`src/spic_pkg.sv`:
```
package spic_pkg;

    // Register indices; byte address is four times the index
    localparam logic [7:0] IDX_CTRL = 8'hd2;
    localparam logic [7:0] IDX_DATA = 8'hd3;
    localparam logic [7:0] IDX_STAT = 8'hd4;

    // Control register fields
    localparam int CTRL_UNIT_ON   = 7;
    localparam int CTRL_LSB_FIRST = 6;
    localparam int CTRL_MASTER    = 5;
    localparam int CTRL_IDLE_LVL  = 4;
    localparam int CTRL_PHASE     = 3;
    localparam int CTRL_DOUBLER   = 2;
    localparam int CTRL_RATE_HI   = 1;
    localparam int CTRL_RATE_LO   = 0;

    // Status and pin enable fields
    localparam int STAT_DONE     = 7;
    localparam int STAT_WRITE_COLLISION_FLAG     = 6;
    localparam int STAT_SS_RISE  = 5;
    localparam int STAT_TWO_WIRE = 3;
    localparam int STAT_SS_ENA   = 2;
    localparam int STAT_TX_ENA   = 1;
    localparam int STAT_RX_ENA   = 0;

    // Reset values
    localparam logic [7:0] CTRL_RESET = 8'h00;
    localparam logic [7:0] DATA_RESET = 8'h00;
    localparam logic [7:0] STAT_RESET = 8'h00;

    // SCK half periods in fx cycles, indexed by {doubler, rate}
    localparam logic [6:0] HALF_DIV4   = 7'h02;
    localparam logic [6:0] HALF_DIV16  = 7'h08;
    localparam logic [6:0] HALF_DIV64  = 7'h20;
    localparam logic [6:0] HALF_DIV128 = 7'h40;
    localparam logic [6:0] HALF_DIV2   = 7'h01;
    localparam logic [6:0] HALF_DIV8   = 7'h04;
    localparam logic [6:0] HALF_DIV32  = 7'h10;

    // Last SCK edge index of a byte and last bit index
    localparam logic [3:0] LAST_EDGE = 4'hf;
    localparam logic [3:0] BITS_M1   = 4'h7;

    typedef enum logic [0:0] {
        SPIC_IDLE,
        SPIC_XFER
    } spic_state_e;

endpackage

```
`src/spic_core.sv`:
```
// Local design decision: the APB register port.
`timescale 1ns/1ps
`default_nettype none
module spic_core
    import spic_pkg::*;
#(
    parameter int ADDR_W = 12
) (
    input  wire logic              pclk,
    input  wire logic              presetn,
    input  wire logic              psel,
    input  wire logic              penable,
    input  wire logic              pwrite,
    input  wire logic [ADDR_W-1:0] paddr,
    input  wire logic [31:0]       pwdata,
    input  wire logic [3:0]        pstrb,
    output logic                   pready,
    output logic      [31:0]       prdata,
    output logic                   pslverr,
    input  wire logic              irq_enable,
    input  wire logic              irq_ack,
    output logic                   irq_req,
    input  wire logic              sck_in,
    output logic                   sck_out,
    output logic                   sck_oe,
    input  wire logic              ss_n_in,
    input  wire logic              p02_in,
    output logic                   p03_out,
    output logic                   p03_oe
);

    // Byte addresses must fit the bus address
    if (ADDR_W < 10) begin : g_bad_addr
        $error("spic_core: ADDR_W must be at least 10");
    end

    localparam logic [ADDR_W-1:0] ADDR_CTRL = ADDR_W'({IDX_CTRL, 2'b00});
    localparam logic [ADDR_W-1:0] ADDR_DATA = ADDR_W'({IDX_DATA, 2'b00});
    localparam logic [ADDR_W-1:0] ADDR_STAT = ADDR_W'({IDX_STAT, 2'b00});

    logic [7:0]  ctrl_r;
    logic [7:0]  stat_en_r;     // Bits 3..0, pin enables
    logic        done_r;
    logic        write_collision_flag_r;
    logic        ss_rise_r;
    logic        clr_armed_r;
    logic [7:0]  data_buf_r;
    logic [7:0]  tx_r;
    logic [7:0]  rx_r;
    logic [7:0]  rx_nxt;
    logic        out_bit_r;
    logic [3:0]  edge_cnt_r;
    logic [6:0]  div_cnt_r;
    logic [6:0]  half;
    logic        sck_r;
    logic        pready_r;
    logic [31:0] prdata_r;
    logic        pslverr_r;
    logic        irq_r;
    spic_state_e state_r;

    logic ss_s1_r, ss_s2_r, ss_s3_r;
    logic sck_s1_r, sck_s2_r, sck_s3_r;
    logic din_s1_r, din_s2_r;

    // Bus decode; one wait state so the answer is registered
    logic acc, wr, rd, hit_ctrl, hit_data, hit_stat, mapped;
    assign acc      = psel && penable && pready_r;
    assign wr       = acc && pwrite;
    assign rd       = acc && !pwrite;
    assign hit_ctrl = (paddr == ADDR_CTRL);
    assign hit_data = (paddr == ADDR_DATA);
    assign hit_stat = (paddr == ADDR_STAT);
    assign mapped   = hit_ctrl || hit_data || hit_stat;

    logic en, master, lsb_first, idle_lvl, phase;
    logic two_wire, ss_ena, tx_ena, rx_ena;
    assign en        = ctrl_r[CTRL_UNIT_ON];
    assign master    = ctrl_r[CTRL_MASTER];
    assign lsb_first = ctrl_r[CTRL_LSB_FIRST];
    assign idle_lvl  = ctrl_r[CTRL_IDLE_LVL];
    assign phase     = ctrl_r[CTRL_PHASE];
    assign two_wire  = stat_en_r[STAT_TWO_WIRE];
    assign ss_ena    = stat_en_r[STAT_SS_ENA];
    assign tx_ena    = stat_en_r[STAT_TX_ENA];
    assign rx_ena    = stat_en_r[STAT_RX_ENA];

    // Internal select level replaces the pin when it is disabled
    logic ss_eff;
    assign ss_eff = ss_ena ? ss_s2_r : master;

    // Pin inputs pass two flops before any logic sees them
    always_ff @(posedge pclk or negedge presetn) begin
        if (!presetn) begin
            ss_s1_r  <= 1'b1;
            ss_s2_r  <= 1'b1;
            ss_s3_r  <= 1'b1;
            sck_s1_r <= 1'b0;
            sck_s2_r <= 1'b0;
            sck_s3_r <= 1'b0;
            din_s1_r <= 1'b0;
            din_s2_r <= 1'b0;
        end else begin
            ss_s1_r  <= ss_n_in;
            ss_s2_r  <= ss_s1_r;
            ss_s3_r  <= ss_s2_r;
            sck_s1_r <= sck_in;
            sck_s2_r <= sck_s1_r;
            sck_s3_r <= sck_s2_r;
            din_s1_r <= p02_in;
            din_s2_r <= din_s1_r;
        end
    end

    // Half period of SCK from rate and doubler
    always_comb begin
        case ({ctrl_r[CTRL_DOUBLER], ctrl_r[CTRL_RATE_HI],
               ctrl_r[CTRL_RATE_LO]})
            3'h0:    half = HALF_DIV4;
            3'h1:    half = HALF_DIV16;
            3'h2:    half = HALF_DIV64;
            3'h3:    half = HALF_DIV128;
            3'h4:    half = HALF_DIV2;
            3'h5:    half = HALF_DIV8;
            3'h6:    half = HALF_DIV32;
            default: half = HALF_DIV64;
        endcase
    end

    // Bit events: master from divider, slave from synchronised SCK
    logic busy, m_tick, s_edge, edge_ev, leading, sample_ev, setup_ev;
    logic last_ev, slave_hold, mode_fault, ss_rise_ev, start_ok;
    assign busy       = (state_r == SPIC_XFER);
    assign m_tick     = busy && master && (div_cnt_r == half - 7'h01);
    assign slave_hold = !master && ss_eff;
    assign s_edge     = busy && !master && !ss_eff
                        && (sck_s2_r != sck_s3_r);
    assign edge_ev    = en && (master ? m_tick : s_edge);
    assign leading    = !edge_cnt_r[0];
    assign sample_ev  = edge_ev && (leading != phase);
    assign setup_ev   = edge_ev && (leading == phase);
    assign last_ev    = edge_ev && (edge_cnt_r == LAST_EDGE);
    assign mode_fault = en && master && ss_ena && !ss_s2_r;
    assign ss_rise_ev = ss_ena && ss_s2_r && !ss_s3_r;
    assign start_ok   = wr && hit_data && en && !busy;

    // Receive shift, zero shifted in while reception is off
    logic din;
    assign din    = rx_ena && din_s2_r;
    assign rx_nxt = lsb_first ? {din, rx_r[7:1]}
                              : {rx_r[6:0], din};

    // Master capture waits two cycles: the pin bit at the SCK edge
    // reaches din_s2_r only then, which matters at fx/2 and fx/4
    logic [1:0] m_smp_r;
    logic [1:0] m_fin_r;
    logic       cap_ev, fin_ev;
    assign cap_ev = master ? m_smp_r[1] : sample_ev;
    assign fin_ev = master ? m_fin_r[1] : last_ev;
    always_ff @(posedge pclk or negedge presetn) begin
        if (!presetn) begin
            m_smp_r <= 2'b00;
            m_fin_r <= 2'b00;
        end else begin
            m_smp_r <= {m_smp_r[0], sample_ev && master};
            m_fin_r <= {m_fin_r[0], last_ev && master};
        end
    end

    // Transfer state
    always_ff @(posedge pclk or negedge presetn) begin
        if (!presetn) begin
            state_r <= SPIC_IDLE;
        end else begin
            case (state_r)
                SPIC_IDLE: begin
                    if (start_ok) begin
                        state_r <= SPIC_XFER;
                    end
                end
                SPIC_XFER: begin
                    if (!en || mode_fault || last_ev) begin
                        state_r <= SPIC_IDLE;
                    end
                end
                default: state_r <= SPIC_IDLE;
            endcase
        end
    end

    // Divider and edge count; slave count restarts while deselected
    always_ff @(posedge pclk or negedge presetn) begin
        if (!presetn) begin
            div_cnt_r  <= 7'h00;
            edge_cnt_r <= 4'h0;
        end else if (!busy || slave_hold) begin
            div_cnt_r  <= 7'h00;
            edge_cnt_r <= 4'h0;
        end else begin
            if (m_tick) begin
                div_cnt_r <= 7'h00;
            end else begin
                div_cnt_r <= div_cnt_r + 7'h01;
            end
            if (edge_ev) begin
                edge_cnt_r <= edge_cnt_r + 4'h1;
            end
        end
    end

    // Master SCK toggles per edge event and rests at the idle level
    always_ff @(posedge pclk or negedge presetn) begin
        if (!presetn) begin
            sck_r <= 1'b0;
        end else if (busy && master && en) begin
            if (m_tick) begin
                sck_r <= !sck_r;
            end
        end else begin
            sck_r <= idle_lvl;
        end
    end

    // Transmit shifter: first bit goes out at load for leading sample
    always_ff @(posedge pclk or negedge presetn) begin
        if (!presetn) begin
            tx_r      <= DATA_RESET;
            out_bit_r <= 1'b0;
        end else if (start_ok) begin
            if (!phase) begin
                out_bit_r <= lsb_first ? pwdata[0] : pwdata[7];
                tx_r      <= lsb_first ? {1'b0, pwdata[7:1]}
                                       : {pwdata[6:0], 1'b0};
            end else begin
                tx_r <= pwdata[7:0];
            end
        end else if (setup_ev && edge_cnt_r != LAST_EDGE) begin
            out_bit_r <= lsb_first ? tx_r[0] : tx_r[7];
            tx_r      <= lsb_first ? {1'b0, tx_r[7:1]}
                                   : {tx_r[6:0], 1'b0};
        end
    end

    // Receive shifter; partial byte dropped while slave is deselected
    always_ff @(posedge pclk or negedge presetn) begin
        if (!presetn) begin
            rx_r <= DATA_RESET;
        end else if (start_ok || slave_hold) begin
            rx_r <= DATA_RESET;
        end else if (cap_ev) begin
            rx_r <= rx_nxt;
        end
    end

    // Received byte lands in the data buffer at the last edge, two cycles later as master
    always_ff @(posedge pclk or negedge presetn) begin
        if (!presetn) begin
            data_buf_r <= DATA_RESET;
        end else if (fin_ev) begin
            data_buf_r <= cap_ev ? rx_nxt : rx_r;
        end
    end

    // Control register; a mode fault drops the port to slave
    always_ff @(posedge pclk or negedge presetn) begin
        if (!presetn) begin
            ctrl_r <= CTRL_RESET;
        end else begin
            if (wr && hit_ctrl && pstrb[0]) begin
                ctrl_r <= pwdata[7:0];
            end
            if (mode_fault) begin
                ctrl_r[CTRL_MASTER] <= 1'b0;
            end
        end
    end

    // Pin enable bits of the status register
    always_ff @(posedge pclk or negedge presetn) begin
        if (!presetn) begin
            stat_en_r <= STAT_RESET;
        end else if (wr && hit_stat && pstrb[0]) begin
            stat_en_r <= {4'h0, pwdata[3:0]};
        end
    end

    // Status read arms the clear; the next data access fires it
    logic data_acc, flag_clr;
    assign data_acc = acc && hit_data;
    assign flag_clr = data_acc && clr_armed_r;
    always_ff @(posedge pclk or negedge presetn) begin
        if (!presetn) begin
            clr_armed_r <= 1'b0;
        end else if (rd && hit_stat) begin
            clr_armed_r <= 1'b1;
        end else if (data_acc) begin
            clr_armed_r <= 1'b0;
        end
    end

    // Done flag: a transfer end wins over a clear in the same cycle; a mode fault sets it only while it is clear
    always_ff @(posedge pclk or negedge presetn) begin
        if (!presetn) begin
            done_r <= 1'b0;
        end else if (fin_ev || (mode_fault && !done_r)) begin
            done_r <= 1'b1;
        end else if (irq_enable && irq_ack) begin
            done_r <= 1'b0;
        end else if (!irq_enable && flag_clr) begin
            done_r <= 1'b0;
        end
    end

    // Collision flag; the colliding write is not loaded
    always_ff @(posedge pclk or negedge presetn) begin
        if (!presetn) begin
            write_collision_flag_r <= 1'b0;
        end else if (wr && hit_data && busy) begin
            write_collision_flag_r <= 1'b1;
        end else if (flag_clr) begin
            write_collision_flag_r <= 1'b0;
        end
    end

    // Select-rise flag; only a written zero clears it
    always_ff @(posedge pclk or negedge presetn) begin
        if (!presetn) begin
            ss_rise_r <= 1'b0;
        end else if (ss_rise_ev) begin
            ss_rise_r <= 1'b1;
        end else if (wr && hit_stat && pstrb[0]
                     && !pwdata[STAT_SS_RISE]) begin
            ss_rise_r <= 1'b0;
        end
    end

    // Interrupt request follows the done flag when enabled
    always_ff @(posedge pclk or negedge presetn) begin
        if (!presetn) begin
            irq_r <= 1'b0;
        end else begin
            irq_r <= irq_enable && done_r;
        end
    end

    // APB answer registered in the wait cycle; unmapped gives an error
    always_ff @(posedge pclk or negedge presetn) begin
        if (!presetn) begin
            pready_r  <= 1'b0;
            prdata_r  <= 32'h0000_0000;
            pslverr_r <= 1'b0;
        end else begin
            pready_r  <= psel && penable && !pready_r;
            pslverr_r <= psel && penable && !pready_r && !mapped;
            if (psel && penable && !pready_r && !pwrite) begin
                if (hit_ctrl) begin
                    prdata_r <= {24'h00_0000, ctrl_r};
                end else if (hit_data) begin
                    prdata_r <= {24'h00_0000, data_buf_r};
                end else if (hit_stat) begin
                    prdata_r <= {24'h00_0000, done_r, write_collision_flag_r, ss_rise_r,
                                 1'b0, stat_en_r[3:0]};
                end else begin
                    prdata_r <= 32'h0000_0000;
                end
            end else begin
                prdata_r <= 32'h0000_0000;
            end
        end
    end

    // Pins: SCK driven when unit on as master; data output released unless unit on and transmit enabled
    logic sck_oe_r, p03_oe_r;
    always_ff @(posedge pclk or negedge presetn) begin
        if (!presetn) begin
            sck_oe_r  <= 1'b0;
            p03_oe_r  <= 1'b0;
        end else begin
            sck_oe_r  <= en && master;
            // Two-wire master only receives; slave drives while selected
            p03_oe_r  <= en && tx_ena && !(master && two_wire)
                         && (master || !ss_eff);
        end
    end

    assign sck_out = sck_r;
    assign sck_oe  = sck_oe_r;
    assign p03_out = out_bit_r; // Moves at load in phase 0 and with setup edges
    assign p03_oe  = p03_oe_r;
    assign pready  = pready_r;
    assign prdata  = prdata_r;
    assign pslverr = pslverr_r;
    assign irq_req = irq_r;

endmodule
`default_nettype wire

```
`config.mk`:
```
export PLATFORM = sky130hd
export DESIGN_NAME = spic_core
export DESIGN_NICKNAME = d
export VERILOG_FILES = /design/src/spic_pkg.sv /design/src/spic_core.sv
export SDC_FILE = /design/constraint.sdc
export NUM_CORES = 1
export LEC_CHECK = 0
export BUFFER_PORTS_ARGS = -buffer_cell sky130_fd_sc_hd__buf_2
export CORE_MARGIN = 3
export CORE_UTILIZATION = 49
export CTS_CLUSTER_DIAMETER = 200
export DETAILED_ROUTE_END_ITERATION = 16
export GPL_TIMING_DRIVEN = 1
export HOLD_SLACK_MARGIN = 0.02
export PLACE_DENSITY = 0.88
export SLEW_MARGIN = 20
export SYNTH_ARGS = -nofsm -noshare
export SYNTH_HDL_FRONTEND = slang
export SYNTH_SLANG_ARGS = --single-unit
export TNS_END_PERCENT = 5
```
`constraint.sdc`:
```
create_clock -name pclk -period 2.9 [get_ports pclk]
set_input_delay 0 -clock pclk [delete_from_list [all_inputs] [get_ports pclk]]
set_output_delay 0 -clock pclk [all_outputs]
set_load 0.005 [all_outputs]
```
==> results.md, run 1 <==
- Total Power: about 2100 uW
- Async set-reset flop share out of synthesis: 1.00
- Vias per cell: 5.77
- HPWL Detailed: 6580 um
- CP Launch Type: flip-flop
- R2r worst-path depth: 8
- Cells after DPL: between 500 and 600
- Arrival @ worst endpoint: just over 3000 ps
- Synth cell types: 62
- Clock root buffer: clkbuf_8
- Avg Cell Area, Syn: 10.8 um2
- Cell Rows: 32
- Synthesis warning total: 0
- Final net count: a little over 500
- Most common cell after layout, fill and taps aside: dfrtp_1
- Flops & latches, synth: 79
- Share of layout cells above drive strength 1: 0.236
- WL/cell: around 18 um
- Worst Hold End: done_r$_DFFE_PN0P_
- Global-route wire length before repair: ~16000 um
- PD cells: 444 nW/um2
- Worst-Skew Late Latency: 370 ps
- Final worst path period share: 0.981
- PortBufs: 45
- Grt ovf: 0
- Hold Crit Class: in2reg
- Leading register cell type out of synthesis: dfrtp_1
- DP Area: 4330 um2
- Leakage power: 0.00224 uW
- First drt pass iteration count: 5
- Xor/xnor share of the synthesized area: 0.0279
- Min cycle time layout: around 2800 ps
- RR Startpoint: ctrl_r[0]$_DFFE_PN0P_
- Die height: around 100 um
- Unrepaired setup endpoints after global routing: true
- Largest net degree at the start of global routing: 80
- Outcome: finished clean
- RR Endpoint: tx_r[4]$_DFFE_PN0P_
- # fillers: 603
- Hold violation total from the final report: 0
- Compound-cell area share of the yosys netlist: 0.127
- Non-filler instance count after layout: approximately 550
- Mux share of post-synthesis cell area: 0.111
- Mapped Area: between 4000 and 5000 um2
- Via count: 3187
- Post-route cell area: between 4000 and 5000 um2
- Core ar.: 7890 um2
- GRT Overall Usage: 0.210
- CP max FO: 9
- Number of global-route vias before repair: ~3.1k
- Worst reg-to-reg setup slack: between 50 and 60 ps
- Simple-gate share of the synthesized area: 0.163
- Number of enable flip-flop cells after synthesis: 0
- Clock skew: 9.30 ps
- Initial antenna violation count: 0
- Crit path capture type: flip-flop
- Gate count after technology mapping: between 300 and 400
- Fin Hold WS: about 41 ps
- Longest Clk Path Bufs: 2
- Initial core utilization: 0.517
- Worst setup margin: between 50 and 60 ps
- Largest family of logic cells by synthesized area: simple AND/OR/NAND/NOR gates
- Clk slew on worst S/H paths: around 80 ps
- CP Class: reg2reg
- Max_cap viols: 0
- Adder-Cell Fraction of Synth Area: 0.00920
- Hold depth: 3
- Die area: between 9000 and 10000 um2
- Final ANT Viol Nets: 0
- Clock Sinks: 79
- I/O Pins: 97
- DR DRC count: 0
- ANT cells: 0
- GP Congestion: 0.830
- Setup Viol. Count Final: 0
- Max Slew Vio Count: 0
- Area Growth Syn to Fin: 16.8%
- CTS Buf Count: 9
- Critical hold path startpoint: irq_ack
- Worst-margin pin slew: between 900 and 1000 ps
- Slew headroom: 0.359
- CP required: approximately 3200 ps
- Max VDD drop: between 200 and 300 uV
- Register area share after synthesis: 0.486
- Die width: ~97 um
- WL final: 9750 um
- DRC marker count from the first detailed-route iteration: 191
- H-tree depth: 3
- Post-place setup slack: between 60 and 70 ps
- FMAX: around 350 MHz
- Most frequent cells in the layout: 75 x dfrtp_1, 48 x nor2_1, 44 x buf_2
- CTS tree: yes
how the worst max path moves through the flow:
stage | start | endpoint | slack [ps] | depth (start not counted)
floorplan | ctrl_r[0]$_DFFE_PN0P_ | data_buf_r[1]$_DFFE_PN0P_ | 180 | 9
global placement | ctrl_r[0]$_DFFE_PN0P_ | tx_r[1]$_DFFE_PN0P_ | 180 | 8
detailed placement | ctrl_r[0]$_DFFE_PN0P_ | tx_r[4]$_DFFE_PN0P_ | 70 | 8
CTS | ctrl_r[0]$_DFFE_PN0P_ | tx_r[2]$_DFFE_PN0P_ | 50 | 8
global route | ctrl_r[2]$_DFFE_PN0P_ | tx_r[4]$_DFFE_PN0P_ | -60 | 9
finish | ctrl_r[0]$_DFFE_PN0P_ | tx_r[4]$_DFFE_PN0P_ | 60 | 8
flip-flops by register name, indices dropped and copies added (netlist names), 2 cells and up:
register    count
prdata          8
m_smp_r         2
rx_r            8
tx_r            8
ctrl_r          8
stat_en_r       4
m_fin_r         2
div_cnt_r       7
edge_cnt_r      4
data_buf_r      8
through the flow:
| step | TNS, ps | utilization |
|---|---|---|
| finish | 0 | 0.604 |
| global route | -229 | 0.604 |
| CTS | 0 | 0.598 |
| detailed placement | 0 | 0.549 |
| global placement | 0 | 0.549 |
| floorplan | 0 | - |
timing repair:
item / in CTS / in global routing
setup buffers: 0 / 2
endpoints found under the hold margin: 96 / 0
hold buffers: 17 / 0
gates resized for setup: 0 / 3
endpoints found under the setup margin: 0 / 18
where the power goes:
part / internal [uW] / leakage, uW / switching, uW
Combinational: 39.3 / 0.00105 / 57.8
Clock: 487 / 0.000114 / 420
Sequential: 1110 / 0.00107 / 3.73
cell type report:
type                       instances  area (um2)  share of cell area
clock inverter                     7        96.3              0.0202
tap                              102         128              0.0268
clock buffer                       9         124              0.0260
sequential                        79        1980               0.416
timing repair buffer              75         508               0.107
inverter                           9        33.8             0.00709
multi-input combinational        271        1890               0.397
critical path: stages, from the launching register on:
cell and delay [ps]:
dfrtp_1 440, or3_1 390, ha_1 260, xor2_1 320
nor4b_2 100, a311oi_2 400, o21ai_2 150, and3_1 300
a221o_1 370
per-layer routing:
layer,track usage,share of wire,vias up
met5,0,0,-
met2,0.343,0.50,146
met4,0.0948,0.026,0
li1,-,-,1440
met3,0.0668,0.069,22
met1,0.253,0.40,1579
kinds of logic (layout without fill, tap and decap cells):
| family | after synthesis | in the layout |
|---|---|---|
| AOI/OAI and AO/OA | 66 | 66 |
| and+or+nand+nor | 125 | 125 |
| adders and majority gates | 3 | 3 |
| DFF | 79 | 79 |
| buffers and inverters | 50 | 100 |
| other | 1 | 24 |
| xor gates and xnor gates | 13 | 13 |
| muxes | 40 | 40 |
Yosys cell counts, types with 7 or more instances:
master     n  area share
a21oi_1   17       0.021
a221o_1    8       0.020
a222oi_1   7       0.017
and3_1     8       0.012
buf_4     25       0.046
clkbuf_1   8      0.0074
dfrtp_1   76        0.47
inv_1      9      0.0083
mux2_1     8       0.022
mux2_2     9       0.025
mux2i_1   17       0.042
nand2_1   17       0.016
nand3_1   10       0.012
nor2_1    48       0.044
nor2b_1    9       0.014
xnor2_1    7       0.015
Note: power is estimated with default switching activity, not from simulation.
==> inputs of run 2 (changes only) <==
--- a/config.mk
+++ b/config.mk
@@ -6,8 +6,11 @@
 export NUM_CORES = 1
 export LEC_CHECK = 0
 export BUFFER_PORTS_ARGS = -buffer_cell sky130_fd_sc_hd__buf_2
+export CAP_MARGIN = 20
+export CELL_PAD_IN_SITES_DETAIL_PLACEMENT = 0
+export CELL_PAD_IN_SITES_GLOBAL_PLACEMENT = 1
 export CORE_MARGIN = 3
-export CORE_UTILIZATION = 49
+export CORE_UTILIZATION = 38
 export CTS_CLUSTER_DIAMETER = 200
 export DETAILED_ROUTE_END_ITERATION = 16
 export GPL_TIMING_DRIVEN = 1
==> run 2 against run 1 <==
  * Cell count increased by 6.2%
  * First-iteration DRC count down 4.2%
  * Clock-buffer cell count rose by 1
  * Global-route usage shrank 5.7 points
  * Clock power rose by 6.2%
  * Worst setup slack gained 71 ps
  * Sequential cell count stayed put
  * Die area increased by 27%
  * Sequential power barely moved
==> results.md, run 2 (synthesis results as in run 1) <==
- Outcome: finished clean
- I/O Pins: 97
- Via count: 3014
- Slew headroom: 0.349
- Crit path capture type: flip-flop
- Post-route cell area: approximately 4800 um2
- Hold depth: 2
- WL/cell: ~15 um
- Die width: 110 um
- CTS tree: yes
- Area Growth Syn to Fin: 18.0%
- CP Launch Type: flip-flop
- Worst setup margin: 127 ps
- CP max FO: 9
- Most frequent cells in the layout: 75 x dfrtp_1, 48 x nor2_1, 44 x buf_2
- Grt ovf: 0
- FMAX: about 360 MHz
- Cells after DPL: 553
- Vias per cell: between 5 and 6
- R2r worst-path depth: 8
- RR Startpoint: ctrl_r[0]$_DFFE_PN0P_
- Die area: roughly 12000 um2
- Hold violation total from the final report: 0
- Cell Rows: 37
- Critical Path Slowest Stage Cell: dfrtp_1
- Global-route wire length before repair: 14300 um
- Initial antenna violation count: 0
- Post-place setup slack: about 100 ps
- Min cycle time layout: between 2000 and 3000 ps
- FF/Latch Area: between 1500 and 2000 um2
- Crit path largest cell delay: ~420 ps
- Longest Clk Path Bufs: 2
- Die height: about 110 um
- Total Power: between 2000 and 2500 uW
- Worst-Skew Late Latency: around 350 ps
- Setup Viol. Count Final: 0
- CTS Buf Count: 9
- Worst-margin pin slew: ~1000 ps
- # fillers: roughly 950
- Max Slew Vio Count: 0
- PortBufs: 45
- Met1 usage: 0.210
- RR Endpoint: tx_r[1]$_DFFE_PN0P_
- Max_cap viols: 0
- ANT cells: 0
- Arrival @ worst endpoint: approximately 3000 ps
- Leakage power: between 0.002 and 0.0025 uW
- Initial core utilization: 0.393
- DR DRC count: 0
- Met3 Use GR: 0.0229
- DRC marker count from the first detailed-route iteration: ~180
- DP Area: ~4400 um2
- WL final: about 9000 um
- GP Congestion: 0.763
- Largest net degree at the start of global routing: 80
- Clock skew: around 12 ps
- First drt pass iteration count: 7
- Area occupied by multi-input gates: 1900 um2
- Share of layout cells above drive strength 1: 0.240
- Clock root buffer: clkbuf_8
- Routing usage on met2: 0.247
- Final net count: approximately 510
- Worst Hold End: stat_en_r[2]$_DFFE_PN0P_
- Number of global-route vias before repair: approximately 2.9k
- H-tree depth: 3
- Busiest layer in global routing: met2
- Critical hold path startpoint: pwdata[2]
- HPWL Detailed: between 6000 and 7000 um
- Worst reg-to-reg setup slack: between 100 and 150 ps
- Final ANT Viol Nets: 0
- Max VDD drop: 344 uV
- Hold Crit Class: in2reg
- Clock Sinks: 79
- Unrepaired setup endpoints after global routing: true
- Most common cell after layout, fill and taps aside: dfrtp_1
- CP Cell Sequence: or3_1 > ha_1 > and3_1 > a311oi_2 > xnor2_1 > o21ai_2 > and3_2 > a221o_1
- Final worst path period share: 0.956
- Core ar.: between 10000 and 15000 um2
- Clk slew on worst S/H paths: approximately 80 ps
- CP Class: reg2reg
- GRT Overall Usage: 0.153
- CP required: around 3100 ps
- Non-filler instance count after layout: 586
- PD cells: 451 nW/um2
## run 2: report_power, final
part           leakage, uW  internal, uW  total [uW]  switching [uW]
clock             0.000120           571         963             392
combinational      0.00105          37.4        93.3            55.9
sequential         0.00107          1110        1110            3.60
total              0.00224          1720        2170             452
## run 2: cell type report
| class | count | area share |
|---|---|---|
| clock buffer | 10 | 0.0265 |
| clock inverter | 6 | 0.0226 |
| inverter | 9 | 0.00702 |
| multi-input combinational | 271 | 0.395 |
| sequential | 79 | 0.412 |
| tap | 136 | 0.0354 |
| timing repair buffer | 75 | 0.102 |
## run 2: worst max-delay path by stage
stage | from | end | cells after the start
floorplan | ctrl_r[0]$_DFFE_PN0P_ | data_buf_r[1]$_DFFE_PN0P_ | 9
global placement | ctrl_r[0]$_DFFE_PN0P_ | data_buf_r[5]$_DFFE_PN0P_ | 8
detailed placement | ctrl_r[0]$_DFFE_PN0P_ | tx_r[1]$_DFFE_PN0P_ | 8
CTS | ctrl_r[0]$_DFFE_PN0P_ | tx_r[1]$_DFFE_PN0P_ | 8
global route | ctrl_r[2]$_DFFE_PN0P_ | tx_r[1]$_DFFE_PN0P_ | 9
finish | ctrl_r[0]$_DFFE_PN0P_ | tx_r[1]$_DFFE_PN0P_ | 8
## run 2: metrics by stage
step / util / hold WS (ps) / setup TNS (ps)
after floorplan: - / -296 / 0
after global placement: 0.423 / 110 / 0
after detailed placement: 0.423 / 110 / 0
after CTS: 0.460 / 30.6 / 0
after global routing: 0.464 / 31.6 / -59.7
final: 0.464 / 19.6 / 0
## run 2: metal layers
| metal | up-vias | wire length (um) | part of all wire |
|---|---|---|---|
| met2 | 70 | 4170 | 0.48 |
| met5 | - | 0 | 0 |
| met3 | 14 | 402 | 0.046 |
| met4 | 0 | 115 | 0.013 |
| li1 | 1437 | - | - |
| met1 | 1493 | 4070 | 0.46 |
## run 2: worst max-delay path, delay by kind of cell, from the launching register on
kind	cells	cell delay, ps
AND/OR/NAND/NOR	3	910
AO/OA/AOI/OAI	3	800
flip-flops	1	420
adder cells (fa/ha/maj)	1	270
XOR/XNOR	1	240
## run 2: timing repair
action                                 CTS  global route
endpoints found under the hold margin   93             0
setup endpoints to repair                0            17
gates resized for setup                  0             4
setup buffers                            0             2
hold buffers                            15             0
==> inputs of run 3 (changes only) <==
--- a/config.mk
+++ b/config.mk
@@ -10,12 +10,14 @@
 export CELL_PAD_IN_SITES_DETAIL_PLACEMENT = 0
 export CELL_PAD_IN_SITES_GLOBAL_PLACEMENT = 1
 export CORE_MARGIN = 3
-export CORE_UTILIZATION = 38
+export CORE_UTILIZATION = 39
+export CTS_BUF_LIST = sky130_fd_sc_hd__clkbuf_4
 export CTS_CLUSTER_DIAMETER = 200
 export DETAILED_ROUTE_END_ITERATION = 16
 export GPL_TIMING_DRIVEN = 1
 export HOLD_SLACK_MARGIN = 0.02
-export PLACE_DENSITY = 0.88
+export PLACE_DENSITY = 0.9
+export SETUP_SLACK_MARGIN = 0.02
 export SLEW_MARGIN = 20
 export SYNTH_ARGS = -nofsm -noshare
 export SYNTH_HDL_FRONTEND = slang
==> run 3 against run 2 <==
  * Worst setup slack gained 83 ps
  * Die area shrank 2.4%
  * Combinational power grew 5.9%
  * Hold slack gained 120 ps
  * Final area shrank 0.34%
  * Core utilization grew 1.8 points
  * Highest routed layer unchanged
  * Global-route usage grew 1.1 points
  * Largest power group unchanged
  * Power shrank 9.5%
  * Sequential share of layout area grew 0.14 points
  * First-iteration DRC count grew 48%
  * Largest cell class unchanged
==> results.md, run 3 (synthesis results as in run 1) <==
- PortBufs: 45
- Via count: ~3.1k
- GRT Overall Usage: 0.163
- Core ar.: approximately 10000 um2
- Met1 usage: 0.222
- # fillers: 920
- Final ANT Viol Nets: 0
- Initial antenna violation count: 0
- Number of global-route vias before repair: around 3.0k
- Crit path largest cell delay: between 400 and 500 ps
- Worst reg-to-reg setup slack: roughly 210 ps
- Die area: between 10000 and 15000 um2
- GP Congestion: between 0.8 and 0.9
- Met3 Use GR: 0.0358
- Max_cap viols: 0
- Largest net degree at the start of global routing: 80
- Die width: 108 um
- Cells after DPL: roughly 550
- Hold violation total from the final report: 0
- WL final: slightly above 9000 um
- H-tree depth: 3
- First drt pass iteration count: 6
- Slew headroom: 0.336
- CP required: 3230 ps
- Cell Rows: 36
- CTS Buf Count: 9
- DRC marker count from the first detailed-route iteration: 270
- Post-place setup slack: 133 ps
- Critical Path Slowest Stage Cell: dfrtp_1
- RR Startpoint: ctrl_r[0]$_DFFE_PN0P_
- FMAX: 372 MHz
- Final worst path period share: 0.928
- Worst setup path end: data_buf_r[4]$_DFFE_PN0P_
- Die height: 108 um
- Hold Crit Class: in2reg
- Busiest layer in global routing: met2
- I/O Pins: slightly below 100
- Global-route wire length before repair: ~15000 um
- Clk slew on worst S/H paths: 130 ps
- CP startpoint: ctrl_r[0]$_DFFE_PN0P_
- Worst-Skew Late Latency: between 400 and 500 ps
- Vias per cell: around 5.3
- ANT cells: 0
- Non-filler instance count after layout: ~590
- Share of layout cells above drive strength 1: 0.242
- R2r worst-path depth: 9
- HPWL Detailed: about 6500 um
- CP Class: reg2reg
- Unrepaired setup endpoints after global routing: false
- Arrival @ worst endpoint: approximately 3000 ps
- Initial core utilization: 0.410
- Grt ovf: 0
- Area Growth Syn to Fin: 17.6%
- CP max FO: 6
- Max Slew Vio Count: 0
- Worst setup margin: about 210 ps
- CP Launch Type: flip-flop
- Clock root buffer: clkbuf_4
- Final net count: 511
- Most frequent cells in the layout: 75 x dfrtp_1, 48 x nor2_1, 44 x buf_2
- Setup Viol. Count Final: 0
- Longest Clk Path Bufs: 2
- PD cells: around 400 nW/um2
- Routing usage on met2: 0.269
- Most common cell after layout, fill and taps aside: dfrtp_1
- RR Endpoint: data_buf_r[4]$_DFFE_PN0P_
- Clock Sinks: about 80
- Leakage power: roughly 0.0022 uW
- Outcome: finished clean
- Crit path capture type: flip-flop
- WL/cell: ~16 um
- CP Cell Sequence: or3_1 > ha_2 > and4bb_1 > o21a_1 > o2111ai_1 > a21bo_2 > o21ai_4 > buf_12 > mux2_4
- Setup TNS: 0 ps
- Hold depth: 4
- Worst-margin pin slew: 995 ps
- DR DRC count: 0
- CTS tree: yes
- Max VDD drop: between 200 and 250 uV
- Clock skew: roughly 17 ps
- Min cycle time layout: 2690 ps
==> run 3: cell count changes in the layout (fill, tap and decap cells not counted), moves of 2 or more <==
cell	previous run	this run
clkbuf_4	0	9
clkbuf_8	9	0
dlygate4sd3_1	15	19
inv_6	0	2
==> run 3: stage by stage <==
step / util / hold slack (ps) / cell area [um2] / power [uW]
6_report: 0.482 / 135 / 4800 / 1960
5_1_grt: 0.482 / 133 / 4800 / 2040
4_1_cts: 0.476 / 91.4 / 4740 / 1980
3_5_place_dp: 0.441 / 110 / 4390 / 1210
3_3_place_gp: 0.441 / 112 / 4390 / 1210
2_1_floorplan: - / -296 / 4170 / 1180
==> run 3: worst min-delay path by stage <==
stage / startpoint / end
floorplan: presetn / busy$_DFF_PN0_
global placement: ss_n_in / ss_s1_r$_DFF_PN1_
detailed placement: ss_n_in / ss_s1_r$_DFF_PN1_
CTS: paddr[4] / pslverr$_DFF_PN0_
global route: paddr[4] / pslverr$_DFF_PN0_
finish: psel / write_collision_flag_r$_DFFE_PN0P_
==> run 3: final cells by class <==
class	instances	area [um2]	share of cell area
flip-flops and latches	79	1980	0.413
multi-input cells	271	1900	0.397
repair buffers	80	551	0.115
well taps	133	166	0.0347
clock inverters	7	93.8	0.0196
clock buffers	9	67.6	0.0141
inverters	9	33.8	0.00704
==> run 3: power by group <==
part	total (uW)	switching (uW)	internal (uW)
Combinational	98.8	58.3	40.5
Clock	750	399	351
Sequential	1110	3.76	1110
==> run 3: worst max-delay path, delay by kind of cell (launching register included) <==
family / cells / cell delay [ps]
buffers and inverters: 1 / 150
AO/OA/AOI/OAI: 4 / 810
multiplexers: 1 / 290
AND/OR/NAND/NOR: 2 / 680
adder cells (fa/ha/maj): 1 / 230
flip-flops: 1 / 420
==> run 3: what timing repair did <==
item,CTS,global route
hold endpoints to repair,103,0
setup endpoints to repair,0,19
setup buffers,0,2
gates resized for setup,0,5
hold buffers,19,0
==> run 3: metal layers <==
| layer | vias up | part of all wire |
|---|---|---|
| met5 | - | 0 |
| met2 | 95 | 0.48 |
| li1 | 1445 | - |
| met3 | 11 | 0.062 |
| met1 | 1539 | 0.44 |
| met4 | 0 | 0.012 |
